File: src/fsp_map.svh
// register-free constant map for the flash status polling host controller
`ifndef FSP_MAP_SVH
`define FSP_MAP_SVH
`define FSP_DQ_W 16
`define FSP_ADDR_W 26
`define FSP_BIT_POLL 3
`define FSP_BIT_TOGGLE 6
`define FSP_BIT_TIMEOUT 5
`define FSP_BIT_SECTOR_TOGGLE 2
`define FSP_BIT_DATA_POLL 7
`define FSP_CMD_RESET 16'h00f0
`define FSP_ADDR_ANY 26'h000_0000
`define FSP_CYC_W 4
`define FSP_READ_CYC 4'ha
`define FSP_WRITE_CYC 4'h8
`define FSP_CYC_ZERO 4'h0
`define FSP_CYC_ONE 4'h1
`define FSP_CNT_W 24
`define FSP_CNT_ZERO 24'h00_0000
`define FSP_CNT_ONE 24'h00_0001
`endif

File: src/fsp_pkg.sv
// types shared by the flash status polling host controller
package fsp_pkg;
  // polling algorithm selected by the user
  typedef enum logic {
    FSP_ALG_TOGGLE = 1'b0,
    FSP_ALG_DATA = 1'b1
  } fsp_alg_t;
  // bus cycle kinds requested of the pin engine
  typedef enum logic {
    FSP_CYC_READ = 1'b0,
    FSP_CYC_WRITE = 1'b1
  } fsp_cyc_t;
  // outcome of a polling run
  typedef enum logic [1:0] {
    FSP_RES_PASS = 2'b00,
    FSP_RES_FAIL = 2'b01,
    FSP_RES_TIMEOUT = 2'b10,
    FSP_RES_ABORT = 2'b11
  } fsp_res_t;
  // polling sequencer states, gray along first read, second read, check
  typedef enum logic [2:0] {
    FSP_IDLE = 3'b000,
    FSP_RD_A = 3'b001,
    FSP_RD_B = 3'b011,
    FSP_EVAL = 3'b010,
    FSP_RESET = 3'b110,
    FSP_DONE = 3'b111
  } fsp_state_t;
endpackage

File: src/fsp_bus_cycle.sv
// asynchronous flash bus cycle engine: one read or write per request
`timescale 1ns/1ps
`include "fsp_map.svh"
module fsp_bus_cycle (
  input wire logic clock_in,
  input wire logic rst_n_in,
  input wire logic req_in,
  input wire fsp_pkg::fsp_cyc_t kind_in,
  input wire logic [`FSP_ADDR_W-1:0] addr_in,
  input wire logic [`FSP_DQ_W-1:0] wdata_in,
  input wire logic [`FSP_DQ_W-1:0] dq_in,
  output logic done_out,
  output logic [`FSP_DQ_W-1:0] rdata_out,
  output logic [`FSP_ADDR_W-1:0] addr_out,
  output logic [`FSP_DQ_W-1:0] dq_out,
  output logic dq_oe_n_out,
  output logic ce_n_out,
  output logic oe_n_out,
  output logic we_n_out
);
  logic [`FSP_CYC_W-1:0] cnt_r;
  logic busy_r;
  logic is_wr_r;

  // cycle length counter; strobes fall at start and rise at the last count
  always_ff @(posedge clock_in) begin
    if (!rst_n_in) begin
      busy_r <= 1'b0;
      cnt_r <= `FSP_CYC_ZERO;
      is_wr_r <= 1'b0;
      done_out <= 1'b0;
    end else begin
      done_out <= 1'b0;
      if (!busy_r && req_in) begin
        busy_r <= 1'b1;
        is_wr_r <= (kind_in == fsp_pkg::FSP_CYC_WRITE);
        cnt_r <= (kind_in == fsp_pkg::FSP_CYC_WRITE) ? `FSP_WRITE_CYC : `FSP_READ_CYC;
      end else if (busy_r) begin
        cnt_r <= cnt_r - `FSP_CYC_ONE;
        if (cnt_r == `FSP_CYC_ONE) begin
          busy_r <= 1'b0;
          done_out <= 1'b1;
        end
      end
    end
  end

  // pins: chip enable and the strobe low for the whole cycle, data held
  always_ff @(posedge clock_in) begin
    if (!rst_n_in) begin
      addr_out <= `FSP_ADDR_ANY;
      dq_out <= `FSP_CMD_RESET;
      dq_oe_n_out <= 1'b1;
      ce_n_out <= 1'b1;
      oe_n_out <= 1'b1;
      we_n_out <= 1'b1;
      rdata_out <= `FSP_CMD_RESET;
    end else if (!busy_r && req_in) begin
      addr_out <= addr_in;
      dq_out <= wdata_in;
      dq_oe_n_out <= (kind_in != fsp_pkg::FSP_CYC_WRITE);
      ce_n_out <= 1'b0;
      oe_n_out <= (kind_in == fsp_pkg::FSP_CYC_WRITE);
      we_n_out <= (kind_in != fsp_pkg::FSP_CYC_WRITE);
    end else if (busy_r && cnt_r == `FSP_CYC_ONE) begin
      // sample at the end of the access; data bus released on the same edge
      if (!is_wr_r) begin
        rdata_out <= dq_in;
      end
      ce_n_out <= 1'b1;
      oe_n_out <= 1'b1;
      we_n_out <= 1'b1;
      dq_oe_n_out <= 1'b1;
    end
  end
endmodule

File: src/fsp_poll_ctrl.sv
// host polling controller for embedded program and erase status
`timescale 1ns/1ps
`include "fsp_map.svh"
module fsp_poll_ctrl (
  input wire logic clock_in,
  input wire logic rst_n_in,
  input wire logic start_in,
  input wire fsp_pkg::fsp_alg_t alg_in,
  input wire logic [`FSP_ADDR_W-1:0] poll_addr_in,
  input wire logic [`FSP_DQ_W-1:0] expect_in,
  input wire logic [`FSP_CNT_W-1:0] max_reads_in,
  input wire logic abort_in,
  input wire logic [`FSP_DQ_W-1:0] dq_in,
  output logic [`FSP_ADDR_W-1:0] addr_out,
  output logic [`FSP_DQ_W-1:0] dq_out,
  output logic dq_oe_n_out,
  output logic ce_n_out,
  output logic oe_n_out,
  output logic we_n_out,
  output logic busy_out,
  output logic done_out,
  output fsp_pkg::fsp_res_t result_out,
  output logic erase_suspended_out,
  output logic sector_erasing_out,
  output logic [`FSP_CNT_W-1:0] reads_out
);
  fsp_pkg::fsp_state_t state_r;
  fsp_pkg::fsp_state_t state_nxt;
  fsp_pkg::fsp_alg_t alg_r;
  logic [`FSP_ADDR_W-1:0] valid_poll_address_r;
  logic expect_b7_r;
  logic [`FSP_CNT_W-1:0] max_r;
  logic [`FSP_DQ_W-1:0] first_r;
  logic timeout_seen_r;
  logic cyc_req_r;
  fsp_pkg::fsp_cyc_t cyc_kind_r;
  logic cyc_done;
  logic [`FSP_DQ_W-1:0] cyc_data;
  logic [`FSP_CNT_W-1:0] reads_r;

  // bit extractor used by both polling algorithms
  function automatic logic dq_bit(input logic [`FSP_DQ_W-1:0] w, input int idx);
    dq_bit = w[idx];
  endfunction

  // whether one bit differs between the two latest status reads
  function automatic logic toggled(input logic [`FSP_DQ_W-1:0] a,
                                   input logic [`FSP_DQ_W-1:0] b,
                                   input int idx);
    toggled = dq_bit(a, idx) ^ dq_bit(b, idx);
  endfunction

  fsp_bus_cycle u_cycle (
    .clock_in(clock_in),
    .rst_n_in(rst_n_in),
    .req_in(cyc_req_r),
    .kind_in(cyc_kind_r),
    .addr_in(valid_poll_address_r),
    .wdata_in(`FSP_CMD_RESET),
    .dq_in(dq_in),
    .done_out(cyc_done),
    .rdata_out(cyc_data),
    .addr_out(addr_out),
    .dq_out(dq_out),
    .dq_oe_n_out(dq_oe_n_out),
    .ce_n_out(ce_n_out),
    .oe_n_out(oe_n_out),
    .we_n_out(we_n_out)
  );

  // next state; abort leaves the loop and a later start restarts it whole
  always_comb begin
    state_nxt = state_r;
    unique case (state_r)
      fsp_pkg::FSP_IDLE: begin
        if (start_in) begin
          state_nxt = fsp_pkg::FSP_RD_A;
        end
      end
      fsp_pkg::FSP_RD_A: begin
        // abort waits out a read in flight so the engine is idle for the next run
        if (abort_in && (cyc_done || (ce_n_out && !cyc_req_r))) begin
          state_nxt = fsp_pkg::FSP_DONE;
        end else if (cyc_done) begin
          state_nxt = fsp_pkg::FSP_RD_B;
        end
      end
      fsp_pkg::FSP_RD_B: begin
        if (abort_in && (cyc_done || (ce_n_out && !cyc_req_r))) begin
          state_nxt = fsp_pkg::FSP_DONE;
        end else if (cyc_done) begin
          state_nxt = fsp_pkg::FSP_EVAL;
        end
      end
      fsp_pkg::FSP_EVAL: begin
        state_nxt = fsp_pkg::FSP_RD_B;
        if (alg_r == fsp_pkg::FSP_ALG_TOGGLE) begin
          if (!toggled(first_r, cyc_data, `FSP_BIT_TOGGLE)) begin
            state_nxt = fsp_pkg::FSP_DONE;
          end else if (timeout_seen_r) begin
            state_nxt = fsp_pkg::FSP_RESET;
          end
        end else begin
          // matching bit 7 is trusted only on a fresh read
          if (dq_bit(cyc_data, `FSP_BIT_DATA_POLL) == expect_b7_r) begin
            state_nxt = fsp_pkg::FSP_DONE;
          end else if (timeout_seen_r) begin
            state_nxt = fsp_pkg::FSP_RESET;
          end
        end
        if (state_nxt == fsp_pkg::FSP_RD_B && reads_r >= max_r) begin
          state_nxt = fsp_pkg::FSP_RESET;
        end
      end
      fsp_pkg::FSP_RESET: begin
        if (cyc_done) begin
          state_nxt = fsp_pkg::FSP_DONE;
        end
      end
      fsp_pkg::FSP_DONE: begin
        state_nxt = fsp_pkg::FSP_IDLE;
      end
      default: begin
        state_nxt = fsp_pkg::FSP_IDLE;
      end
    endcase
  end

  always_ff @(posedge clock_in) begin
    if (!rst_n_in) begin
      state_r <= fsp_pkg::FSP_IDLE;
    end else begin
      state_r <= state_nxt;
    end
  end

  // latch the job; the poll address stays on the bus for every read
  always_ff @(posedge clock_in) begin
    if (!rst_n_in) begin
      alg_r <= fsp_pkg::FSP_ALG_TOGGLE;
      valid_poll_address_r <= `FSP_ADDR_ANY;
      expect_b7_r <= 1'b0;
      max_r <= `FSP_CNT_ZERO;
    end else if (state_r == fsp_pkg::FSP_IDLE && start_in) begin
      alg_r <= alg_in;
      valid_poll_address_r <= poll_addr_in;
      expect_b7_r <= dq_bit(expect_in, `FSP_BIT_DATA_POLL);
      max_r <= max_reads_in;
    end
  end

  // bus cycle requests: one per read state, a reset write on failure
  always_ff @(posedge clock_in) begin
    if (!rst_n_in) begin
      cyc_req_r <= 1'b0;
      cyc_kind_r <= fsp_pkg::FSP_CYC_READ;
    end else begin
      cyc_req_r <= 1'b0;
      // an abort holds back new reads but never the reset write
      if (state_nxt != state_r) begin
        // every entry to reading starts a fresh cycle unless abort is high
        unique case (state_nxt)
          fsp_pkg::FSP_RD_A, fsp_pkg::FSP_RD_B: begin
            cyc_req_r <= !abort_in;
            cyc_kind_r <= fsp_pkg::FSP_CYC_READ;
          end
          fsp_pkg::FSP_RESET: begin
            cyc_req_r <= 1'b1;
            cyc_kind_r <= fsp_pkg::FSP_CYC_WRITE;
          end
          default: begin
            cyc_req_r <= 1'b0;
          end
        endcase
      end
    end
  end

  // keep the previous read and note the timeout bit before the next compare
  always_ff @(posedge clock_in) begin
    if (!rst_n_in) begin
      first_r <= `FSP_CMD_RESET;
      timeout_seen_r <= 1'b0;
      reads_r <= `FSP_CNT_ZERO;
    end else if (state_r == fsp_pkg::FSP_IDLE) begin
      timeout_seen_r <= 1'b0;
      reads_r <= `FSP_CNT_ZERO;
    end else if (cyc_done && state_r != fsp_pkg::FSP_RESET) begin
      reads_r <= reads_r + `FSP_CNT_ONE;
      // first of the double read kept for the compare
      if (state_r == fsp_pkg::FSP_RD_A) begin
        first_r <= cyc_data;
      end
    end else if (state_r == fsp_pkg::FSP_EVAL) begin
      first_r <= cyc_data;
      // timeout noted now, acted on only after one more read
      timeout_seen_r <= dq_bit(cyc_data, `FSP_BIT_TIMEOUT);
    end
  end

  // results; only status leaves, no polling read is passed on as data
  always_ff @(posedge clock_in) begin
    if (!rst_n_in) begin
      busy_out <= 1'b0;
      done_out <= 1'b0;
      result_out <= fsp_pkg::FSP_RES_PASS;
      erase_suspended_out <= 1'b0;
      sector_erasing_out <= 1'b0;
      reads_out <= `FSP_CNT_ZERO;
    end else begin
      done_out <= (state_nxt == fsp_pkg::FSP_DONE && state_r != fsp_pkg::FSP_DONE);
      busy_out <= (state_nxt != fsp_pkg::FSP_IDLE && state_nxt != fsp_pkg::FSP_DONE);
      reads_out <= reads_r;
      if (state_r == fsp_pkg::FSP_EVAL) begin
        // bit 6 still with bit 2 toggling: suspended; bit 2 toggling: sector selected
        erase_suspended_out <= !toggled(first_r, cyc_data, `FSP_BIT_TOGGLE)
                               && toggled(first_r, cyc_data, `FSP_BIT_SECTOR_TOGGLE);
        sector_erasing_out <= toggled(first_r, cyc_data, `FSP_BIT_SECTOR_TOGGLE);
        if (state_nxt == fsp_pkg::FSP_DONE) begin
          result_out <= fsp_pkg::FSP_RES_PASS;
        end else if (state_nxt == fsp_pkg::FSP_RESET) begin
          result_out <= timeout_seen_r ? fsp_pkg::FSP_RES_FAIL : fsp_pkg::FSP_RES_TIMEOUT;
        end
      end else if (abort_in && (state_r == fsp_pkg::FSP_RD_A
                                || state_r == fsp_pkg::FSP_RD_B)) begin
        result_out <= fsp_pkg::FSP_RES_ABORT;
      end
    end
  end
endmodule

File: config.mk
export PLATFORM = sky130hd
export DESIGN_NAME = fsp_poll_ctrl
export DESIGN_NICKNAME = d
export VERILOG_FILES = /design/src/fsp_pkg.sv /design/src/fsp_bus_cycle.sv /design/src/fsp_poll_ctrl.sv
export VERILOG_INCLUDE_DIRS = /design/src
export SDC_FILE = /design/constraint.sdc
export NUM_CORES = 1
export LEC_CHECK = 0
export BUFFER_PORTS_ARGS = -buffer_cell sky130_fd_sc_hd__buf_2
export CORE_ASPECT_RATIO = 0.6
export CORE_UTILIZATION = 45
export DETAILED_ROUTE_END_ITERATION = 6
export PLACE_DENSITY = 0.68
export SYNTH_ARGS = -nofsm -noshare
export SYNTH_HDL_FRONTEND = slang
export SYNTH_HIERARCHICAL = 1
export SYNTH_SLANG_ARGS = --single-unit
File: constraint.sdc
create_clock -name clock_in -period 6.8 [get_ports clock_in]
set_clock_uncertainty 0.05 [all_clocks]
set_input_delay 0.68 -clock clock_in [delete_from_list [all_inputs] [get_ports clock_in]]
set_output_delay 0.68 -clock clock_in [all_outputs]
set_load 0.05 [all_outputs]
==> results of run 1 <==
[layer usage]
metal | vias to the layer above | routed length, µm
li1 | 2996 | -
met1 | 2642 | 8558
met2 | 153 | 6476
met3 | 21 | 842
met4 | 4 | 177
met5 | - | 69
[critical path: stages (launching register included)]
cell      delay, ns
dfxtp_1        0.44
ha_1           0.29
a211oi_1       0.22
o21ai_0        0.13
a211oi_1       0.50
o22ai_1        0.19
o21ai_0        0.48
nand2_1        0.19
a22o_1         0.24
[layout make-up]
cell class,count,share of cell area
clock buffers,19,0.05169
well taps,203,0.02964
clock inverters,13,0.02117
inverters,34,0.01489
flip-flops and latches,170,0.3971
repair buffers,137,0.08060
multi-input cells,597,0.4049
[power by group]
| group | total [mW] | leakage [nW] | internal, mW | switching, mW |
|---|---|---|---|---|
| Combinational | 0.422 | 1.85 | 0.131 | 0.291 |
| Clock | 1.02 | 0.303 | 0.600 | 0.423 |
| Sequential | 1.11 | 1.38 | 1.06 | 0.0473 |
[state kept, by name, indices dropped and copies added, names as in the netlist, 2 cells and up]
name                  cells
reads_r                  24
u_cycle/rdata_out         4
u_cycle/addr_out         26
reads_out                24
u_cycle/dq_out           16
valid_poll_address_r     26
max_r                    24
u_cycle/cnt_r             4
result_out                2
state_r                   3
first_r                   2
[layout by cell type, fill, tap and decap left out, types with 5 or more instances in the layout]
cell type	instances
o21a_1	5
buf_2	135
xor2_1	13
dfxtp_1	170
inv_1	33
and2_1	29
or3_1	6
nand2_1	215
a21oi_1	77
conb_1	16
nor3_1	10
o21ai_0	18
nor2_1	43
nand4_1	9
nand2b_1	5
clkbuf_16	17
nand3_1	16
ha_1	27
nor2b_1	5
xnor2_1	7
mux2i_1	5
and3_1	5
a21boi_2	36
[final timing paths]
| kind | endpoint | slack [ns] |
|---|---|---|
| setup / recovery | cyc_kind_r$_SDFFE_PN0P_ | 3.97 |
| hold / removal | max_r[23]$_SDFFE_PN0P_ | 0.40 |
| setup reg to reg | cyc_kind_r$_SDFFE_PN0P_ | 3.97 |
| hold reg to reg | max_r[23]$_SDFFE_PN0P_ | 0.40 |
[per-stage QoR]
step | setup WS [ns] | std cells
6_report | 3.968 | 1173
5_1_grt | 3.684 | 1173
4_1_cts | 4.014 | 1173
3_5_place_dp | 4.052 | 1141
3_3_place_gp | 4.083 | 1141
2_1_floorplan | 4.615 | 852
==> impl_metrics.yaml, run 1 <==
sta:
  max_freq_mhz: 353.1
  rsz0062_at_grt: "no"
  period_minus_slack_ns: 2.832
  worst_hold_slack_ns: 0.4030
  slew_headroom: 0.2125
  drv_slew: 0
  setup_viol: 0
  tightest_slew_ns: 1.177
  fin_crit_sh: 0.4165
  tns_ns: 0
  hold_viol_final: 0
placement:
  io_buffers: 135
  placed_area_um2: 7945
  gp_congestion: 0.8682
  dpl.hpwl_um: 10800
grt:
  gr-usage-met2: 0.2937
  grt_pass1_vias: 5317
  met3_usage: 0.03864
  antenna_found_initial: 1
  grt_pass1_wl_um: 26470
  top_usage_layer: "met2"
  grtUsageMet1: 0.2898
  grt.overflow.total: 0
  grt_usage: 0.1990
  grt_max_degree: 60
layout:
  antenna_cells: 0
  area_growth_pct: 18.13
  seq_area_um2: 3403
  multi_input_area_um2: 3470
  nets: 1071
  final_area_um2: 8569
  drive_above_1_share: 0.2289
  final_util: 0.5512
  num-fill-cells: 1490
drt:
  routed-via-count: 5816
  drt-total-wl_um: 16120
  ant_nets: 0
  vias_per_cell: 4.958
  wl_per_cell_um: 13.75
  drt_first_pass_iters: 6
  drc: 10
  drtIter0Drc: 349
pwr:
  leakagePower_nw: 3.531
  power_density_nw_per_um2: 298.1
  finalPower_mw: 2.555
  irDropWorstVdd_mv: 0.1366
logic_synthesis:
  syn-instance-count: 838
  mappedNetlistArea_um2: 7254
  yosysWarnings: 6
  avgSynthCellArea_um2: 8.657
hold_path:
  holdCritPathClass: "flop to flop"
  hold_depth: 2
  hp-start: "max_r[23]$_SDFFE_PN0P_"
clock_network:
  cts-resized-gates: 0
  clk_pin_slew_ns: 0.07
  numCtsBuffers: 17
  cts_root_buf: "clkbuf_16"
  post_cts.repair.setup_buffers: 0
  clockBufferDepth: 2
  insertion_delay_ns: 0.42
  clock_sinks: 170
  postCtsHoldBufs: 0
  tritoncts: "done"
  htreeDepth: 4
flow_run:
  maxCapViolCount: 0
floorplan:
  core_area_um2: 15550
  chipWidth_um: 165.9
  start_util: 0.4666
  dieArea_um2: 16650
  dieHeight_um: 100.4
  io_pins: 163
  rows: 35
setup_path:
  worstSetupPathType: "flop to flop"
  cp.required_ns: 7.05
  critPathMaxFanout: 6
  arrival_ns: 3.09
  reg2reg_depth: 8
  cp-end-kind: "flop"
  regToRegStartpoint: "reads_r[2]$_SDFFE_PP0P_"
  cp-start-kind: "flop"
  crit_start: "reads_r[2]$_SDFFE_PP0P_"
status:
  status: "finished, violations left"
  failed_checks: "DRC"
Note: power is estimated with default switching activity, not from simulation.
==> run 2: changes to the inputs <==
--- a/config.mk
+++ b/config.mk
@@ -6,6 +6,7 @@
 export SDC_FILE = /design/constraint.sdc
 export NUM_CORES = 1
 export LEC_CHECK = 0
+export ABC_AREA = 1
 export BUFFER_PORTS_ARGS = -buffer_cell sky130_fd_sc_hd__buf_2
 export CORE_ASPECT_RATIO = 0.6
 export CORE_UTILIZATION = 45
==> constraint.sdc (replaced) <==
create_clock -name clock_in -period 2.88 [get_ports clock_in]
set_clock_uncertainty 0.05 [all_clocks]
set_input_delay 0.288 -clock clock_in [delete_from_list [all_inputs] [get_ports clock_in]]
set_output_delay 0.288 -clock clock_in [all_outputs]
set_load 0.05 [all_outputs]
==> impl_metrics.yaml, run 2 <==
status:
  status: "complete, no violations"
clock_network:
  cts_root_buf: "clkbuf_16"
  tritoncts: "done"
  htreeDepth: 4
  clk_pin_slew_ns: 0.07
  cts-resized-gates: 0
  numCtsBuffers: 17
  clock_sinks: 170
  clockBufferDepth: 2
  postCtsHoldBufs: 0
  post_cts.repair.setup_buffers: 0
  insertion_delay_ns: 0.42
setup_path:
  regToRegStartpoint: "reads_r[19]$_SDFFE_PP0P_"
  crit_start: "reads_r[19]$_SDFFE_PP0P_"
  worstSetupPathType: "flop to flop"
  cp-start-kind: "flop"
  worst_r2r_endpoint: "cyc_kind_r$_SDFFE_PN0P_"
  critPathMaxFanout: 5
  reg2reg_slack_ns: 0.68
  reg2reg_depth: 17
  cp-end-kind: "flop"
  cp.required_ns: 3.12
  cp-endpoint: "cyc_kind_r$_SDFFE_PN0P_"
  arrival_ns: 2.44
drt:
  drtIter0Drc: 492
  vias_per_cell: 4.696
  drt-total-wl_um: 16270
  ant_nets: 0
  wl_per_cell_um: 12.65
  routed-via-count: 6039
  drt_first_pass_iters: 5
  drc: 0
layout:
  final_cell_mix: "dfxtp_1 (170), nand2_1 (166), buf_2 (135)"
  antenna_cells: 0
  layout_commonest_cell: "dfxtp_1"
  area_growth_pct: 19.94
  reg.largest.list: "u_cycle/addr_out x26, valid_poll_address_r x26"
  stdcell_count: 1286
  drive_above_1_share: 0.1856
  nets: 1184
logic_synthesis:
  syn-instance-count: 941
  avgSynthCellArea_um2: 7.594
  mappedNetlistArea_um2: 7146
  yosysWarnings: 6
grt:
  grt_max_degree: 66
  grt_pass1_vias: 5249
  grt_usage: 0.2026
  grt.overflow.total: 0
  antenna_found_initial: 0
  grt_pass1_wl_um: 26340
placement:
  dpl.hpwl_um: 11220
  place_ws_ns: 0.7636
  gp_congestion: 0.8781
  io_buffers: 135
  dpl.cell_count: 1254
sta:
  drv_slew: 0
  fin_crit_sh: 0.7646
  tns_ns: 0
  rsz0062_at_grt: "no"
  fin_ws_ns: 0.6779
  setup_viol: 0
  max_freq_mhz: 454.1
  hold_viol_final: 0
  slew_headroom: 0.3984
  period_minus_slack_ns: 2.202
  tightest_slew_ns: 0.8797
floorplan:
  io_pins: 163
  dieArea_um2: 16400
  rows: 35
  dieHeight_um: 99.61
  chipWidth_um: 164.7
  core_area_um2: 15410
  start_util: 0.4636
pwr:
  p_clk_frac: 0.285
  intPower_mw: 4.806
  power.switching_mw: 3.256
  seq_power_share: 0.376
  irDropWorstVdd_mv: 0.5901
  comb_power_share: 0.339
  power_density_nw_per_um2: 940.6
  leakagePower_nw: 4.190
  switching_share: 0.4038
flow_run:
  maxCapViolCount: 0
hold_path:
  holdCritPathClass: "input pin to flop"
run 2: how the worst min path moves through the flow:
stage,endpoint,start,cells past startpoint
floorplan,u_cycle/rdata_out[5]$_SDFFE_PN1P_,u_cycle/rdata_out[5]$_SDFFE_PN1P_,2
global placement,u_cycle/dq_out[4]$_SDFFE_PN1P_,u_cycle/dq_out[4]$_SDFFE_PN1P_,2
detailed placement,u_cycle/dq_out[7]$_SDFFE_PN1P_,u_cycle/dq_out[7]$_SDFFE_PN1P_,2
CTS,alg_r$_SDFFE_PN0P_,alg_in,3
global route,u_cycle/rdata_out[6]$_SDFFE_PN1P_,dq_in[6],3
finish,alg_r$_SDFFE_PN0P_,alg_in,3
run 2: through the flow:
step | cell area (µm²) | util | hold WS [ns] | total power, mW
floorplan | 7198 | - | 0.3789 | 5.196
finish | 8571 | 0.5560 | 0.09191 | 8.062
CTS | 8571 | 0.5560 | 0.07656 | 8.122
detailed placement | 7978 | 0.5175 | 0.3923 | 5.803
global placement | 7978 | 0.5175 | 0.3890 | 5.763
global route | 8571 | 0.5560 | 0.09239 | 8.568
run 2: final cells by class:
| cell class | count | area, µm² |
|---|---|---|
| Clock buffer | 19 | 432.9 |
| Clock inverter | 13 | 160.2 |
| Fill cell | 1485 | 6844 |
| Inverter | 119 | 451.7 |
| Multi-Input combinational cell | 618 | 3126 |
| Sequential cell | 170 | 3403 |
| Tap cell | 203 | 254.0 |
| Timing Repair Buffer | 144 | 743.2 |
run 2: metal layers:
metal,part of all wire,track usage
met1,0.55,0.3195
met2,0.38,0.2699
met3,0.062,0.03586
met4,0.0088,0.06704
met5,0,0
run 2: critical path: stages (launching register included):
cell and delay [ns]:
dfxtp_1 0.44, ha_1 0.28, nand2_1 0.09, inv_1 0.04
nand2_1 0.05, nand2_1 0.05, nand2_1 0.06, nand2_1 0.12
inv_1 0.08, nand2_1 0.06, nor2_1 0.17, nand2_1 0.08
nand2_1 0.06, nand2_1 0.12, nor2_1 0.15, nand2_1 0.07
nand2_1 0.05, a21oi_1 0.06
run 2: power by group through the flow:
stage / logic, mW / clock network [mW] / registers [mW]
4_1_cts: 2.74 / 2.35 / 3.03
6_report: 2.73 / 2.30 / 3.03
3_3_place_gp: 2.69 / 0 / 3.07
2_1_floorplan: 1.42 / 0 / 3.77
3_5_place_dp: 2.73 / 0 / 3.07
5_1_grt: 3.02 / 2.46 / 3.08
==> run 3: changes to the inputs <==
--- a/config.mk
+++ b/config.mk
@@ -6,12 +6,12 @@
 export SDC_FILE = /design/constraint.sdc
 export NUM_CORES = 1
 export LEC_CHECK = 0
-export ABC_AREA = 1
+export ABC_AREA = 0
 export BUFFER_PORTS_ARGS = -buffer_cell sky130_fd_sc_hd__buf_2
 export CORE_ASPECT_RATIO = 0.6
 export CORE_UTILIZATION = 45
 export DETAILED_ROUTE_END_ITERATION = 6
-export PLACE_DENSITY = 0.68
+export PLACE_DENSITY = 0.7
 export SYNTH_ARGS = -nofsm -noshare
 export SYNTH_HDL_FRONTEND = slang
 export SYNTH_HIERARCHICAL = 1
==> constraint.sdc (replaced) <==
create_clock -name clock_in -period 1.8 [get_ports clock_in]
set_clock_uncertainty 0.05 [all_clocks]
set_input_delay 0.18 -clock clock_in [delete_from_list [all_inputs] [get_ports clock_in]]
set_output_delay 0.18 -clock clock_in [all_outputs]
set_load 0.05 [all_outputs]
==> impl_metrics.yaml, run 3 (synthesis gave the netlist of run 1 again) <==
status:
  status: "finished, violations left"
  failed_checks: "DRC, setup timing"
sta:
  fin_ws_ns: -0.3097
  max_freq_mhz: 474.0
  drv_slew: 0
  hold_viol_final: 0
  rsz0062_at_grt: "yes"
  fin_crit_sh: 1.172
  setup_viol: 14
  period_minus_slack_ns: 2.110
  tns_ns: -2.498
setup_path:
  worstSetupPathType: "flop to flop"
  cp-end-kind: "flop"
  worst_r2r_endpoint: "result_out[0]$_SDFFE_PN0P_"
  critPathMaxFanout: 4
  cp.required_ns: 2.06
  reg2reg_depth: 9
  reg2reg_slack_ns: -0.31
  slowest_stage: "dfxtp_2"
  arrival_ns: 2.37
  cp-start-kind: "flop"
  path_cells: "inv_1 > ha_4 > nand4_1 > nor4_2 > nand2_1 > o22ai_4 > nor3_4 > o221a_2 > a41o_1"
  regToRegStartpoint: "max_r[19]$_SDFFE_PN0P_"
  crit_start: "max_r[19]$_SDFFE_PN0P_"
  critPathMaxStageDelay_ns: 0.33
floorplan:
  chipWidth_um: 165.9
  rows: 35
  dieArea_um2: 16650
  core_area_um2: 15550
  dieHeight_um: 100.4
  start_util: 0.4666
  io_pins: 163
layout:
  reg.largest.list: "u_cycle/addr_out x26, valid_poll_address_r x26"
  drive_above_1_share: 0.3166
  layout_commonest_cell: "nand2_1"
  final_cell_mix: "nand2_1 (214), dfxtp_1 (154), buf_2 (135)"
  antenna_cells: 0
  area_growth_pct: 38.20
  nets: 1194
  num-fill-cells: 1319
  stdcell_count: 1296
drt:
  drt-total-wl_um: 18020
  drc: 12
  wl_per_cell_um: 13.90
  highest_layer: "met4"
  drtIter0Drc: 345
  vias_per_cell: 4.866
  drt_first_pass_iters: 6
  wl_met2_um: 7809
  met1_length_um: 9107
  route.met3.wl_um: 928
  ant_nets: 0
  routed-via-count: 6306
clock_network:
  htreeDepth: 4
  clock_sinks: 170
  insertion_delay_ns: 0.41
  tritoncts: "done"
  clockBufferDepth: 2
  cts_root_buf: "clkbuf_16"
  numCtsBuffers: 17
  clk_pin_slew_ns: 0.07
placement:
  dpl.cell_count: 1208
  gp_congestion: 0.8534
  dpl.hpwl_um: 12080
  io_buffers: 135
  place_ws_ns: -0.2902
grt:
  grt_pass1_wl_um: 29640
  antenna_found_initial: 0
  grt_max_degree: 50
  grt_usage: 0.2219
  grt.overflow.total: 0
  grt_pass1_vias: 6044
pwr:
  leakagePower_nw: 4.250
  irDropWorstVdd_mv: 0.6436
  finalPower_mw: 10.08
  power_density_nw_per_um2: 1005
hold_path:
  hp-start: "max_reads_in[18]"
  min_to: "max_r[18]$_SDFFE_PN0P_"
  holdCritPathClass: "input pin to flop"
  hold_depth: 3
flow_run:
  maxCapViolCount: 0
## run 3: routing by layer
metal / up-vias / GRT usage
li1: 3239 / -
met1: 2893 / 0.3128
met2: 159 / 0.3525
met3: 15 / 0.03588
met4: 0 / 0.06183
met5: - / 0
## run 3: timing repair
action	4_1_cts	5_1_grt
endpoints found under the setup margin	17	30
gates resized for setup	27	28
buffers inserted	3	1
pin swaps	10	4
hold endpoints to repair	52	0
hold buffers	52	0
## run 3: layout make-up
cell class,count,area [µm²],area share
Clock buffer,20,456.7,0.04555
Clock inverter,12,161.4,0.01610
Inverter,34,127.6,0.01273
Multi-Input combinational cell,597,3735,0.3725
Sequential cell,170,3433,0.3424
Tap cell,203,254.0,0.02533
Timing Repair Buffer,260,1858,0.1853
## run 3: critical path: cells and delay by family (launching register included)
kind	cells	cell delay [ns]
AND/OR/NAND/NOR	4	0.67
flip-flops	1	0.33
adder cells (fa/ha/maj)	1	0.26
buffers and inverters	1	0.05
AO/OA/AOI/OAI	3	0.65
## run 3: power by group
group / total, mW / internal, mW / switching [mW]
Sequential: 4.15 / 4.01 / 0.146
Combinational: 2.10 / 0.819 / 1.28
Clock: 3.82 / 2.28 / 1.54
## run 3: worst max path at each step
stage	cells past startpoint	slack (ns)	end
floorplan	9	-0.16	result_out[0]$_SDFFE_PN0P_
global placement	9	-0.25	result_out[0]$_SDFFE_PN0P_
detailed placement	10	-0.29	result_out[1]$_SDFFE_PN0P_
CTS	9	-0.27	result_out[1]$_SDFFE_PN0P_
global route	9	-0.43	result_out[1]$_SDFFE_PN0P_
finish	9	-0.31	result_out[0]$_SDFFE_PN0P_
## run 3: per-stage QoR
stage	util	area, µm²	hold WS, ns
floorplan	-	7412	0.2584
global placement	0.5558	8641	0.3718
detailed placement	0.5558	8641	0.3757
CTS	0.6364	9893	0.01028
global route	0.6449	10030	0.02240
finish	0.6449	10030	0.01989
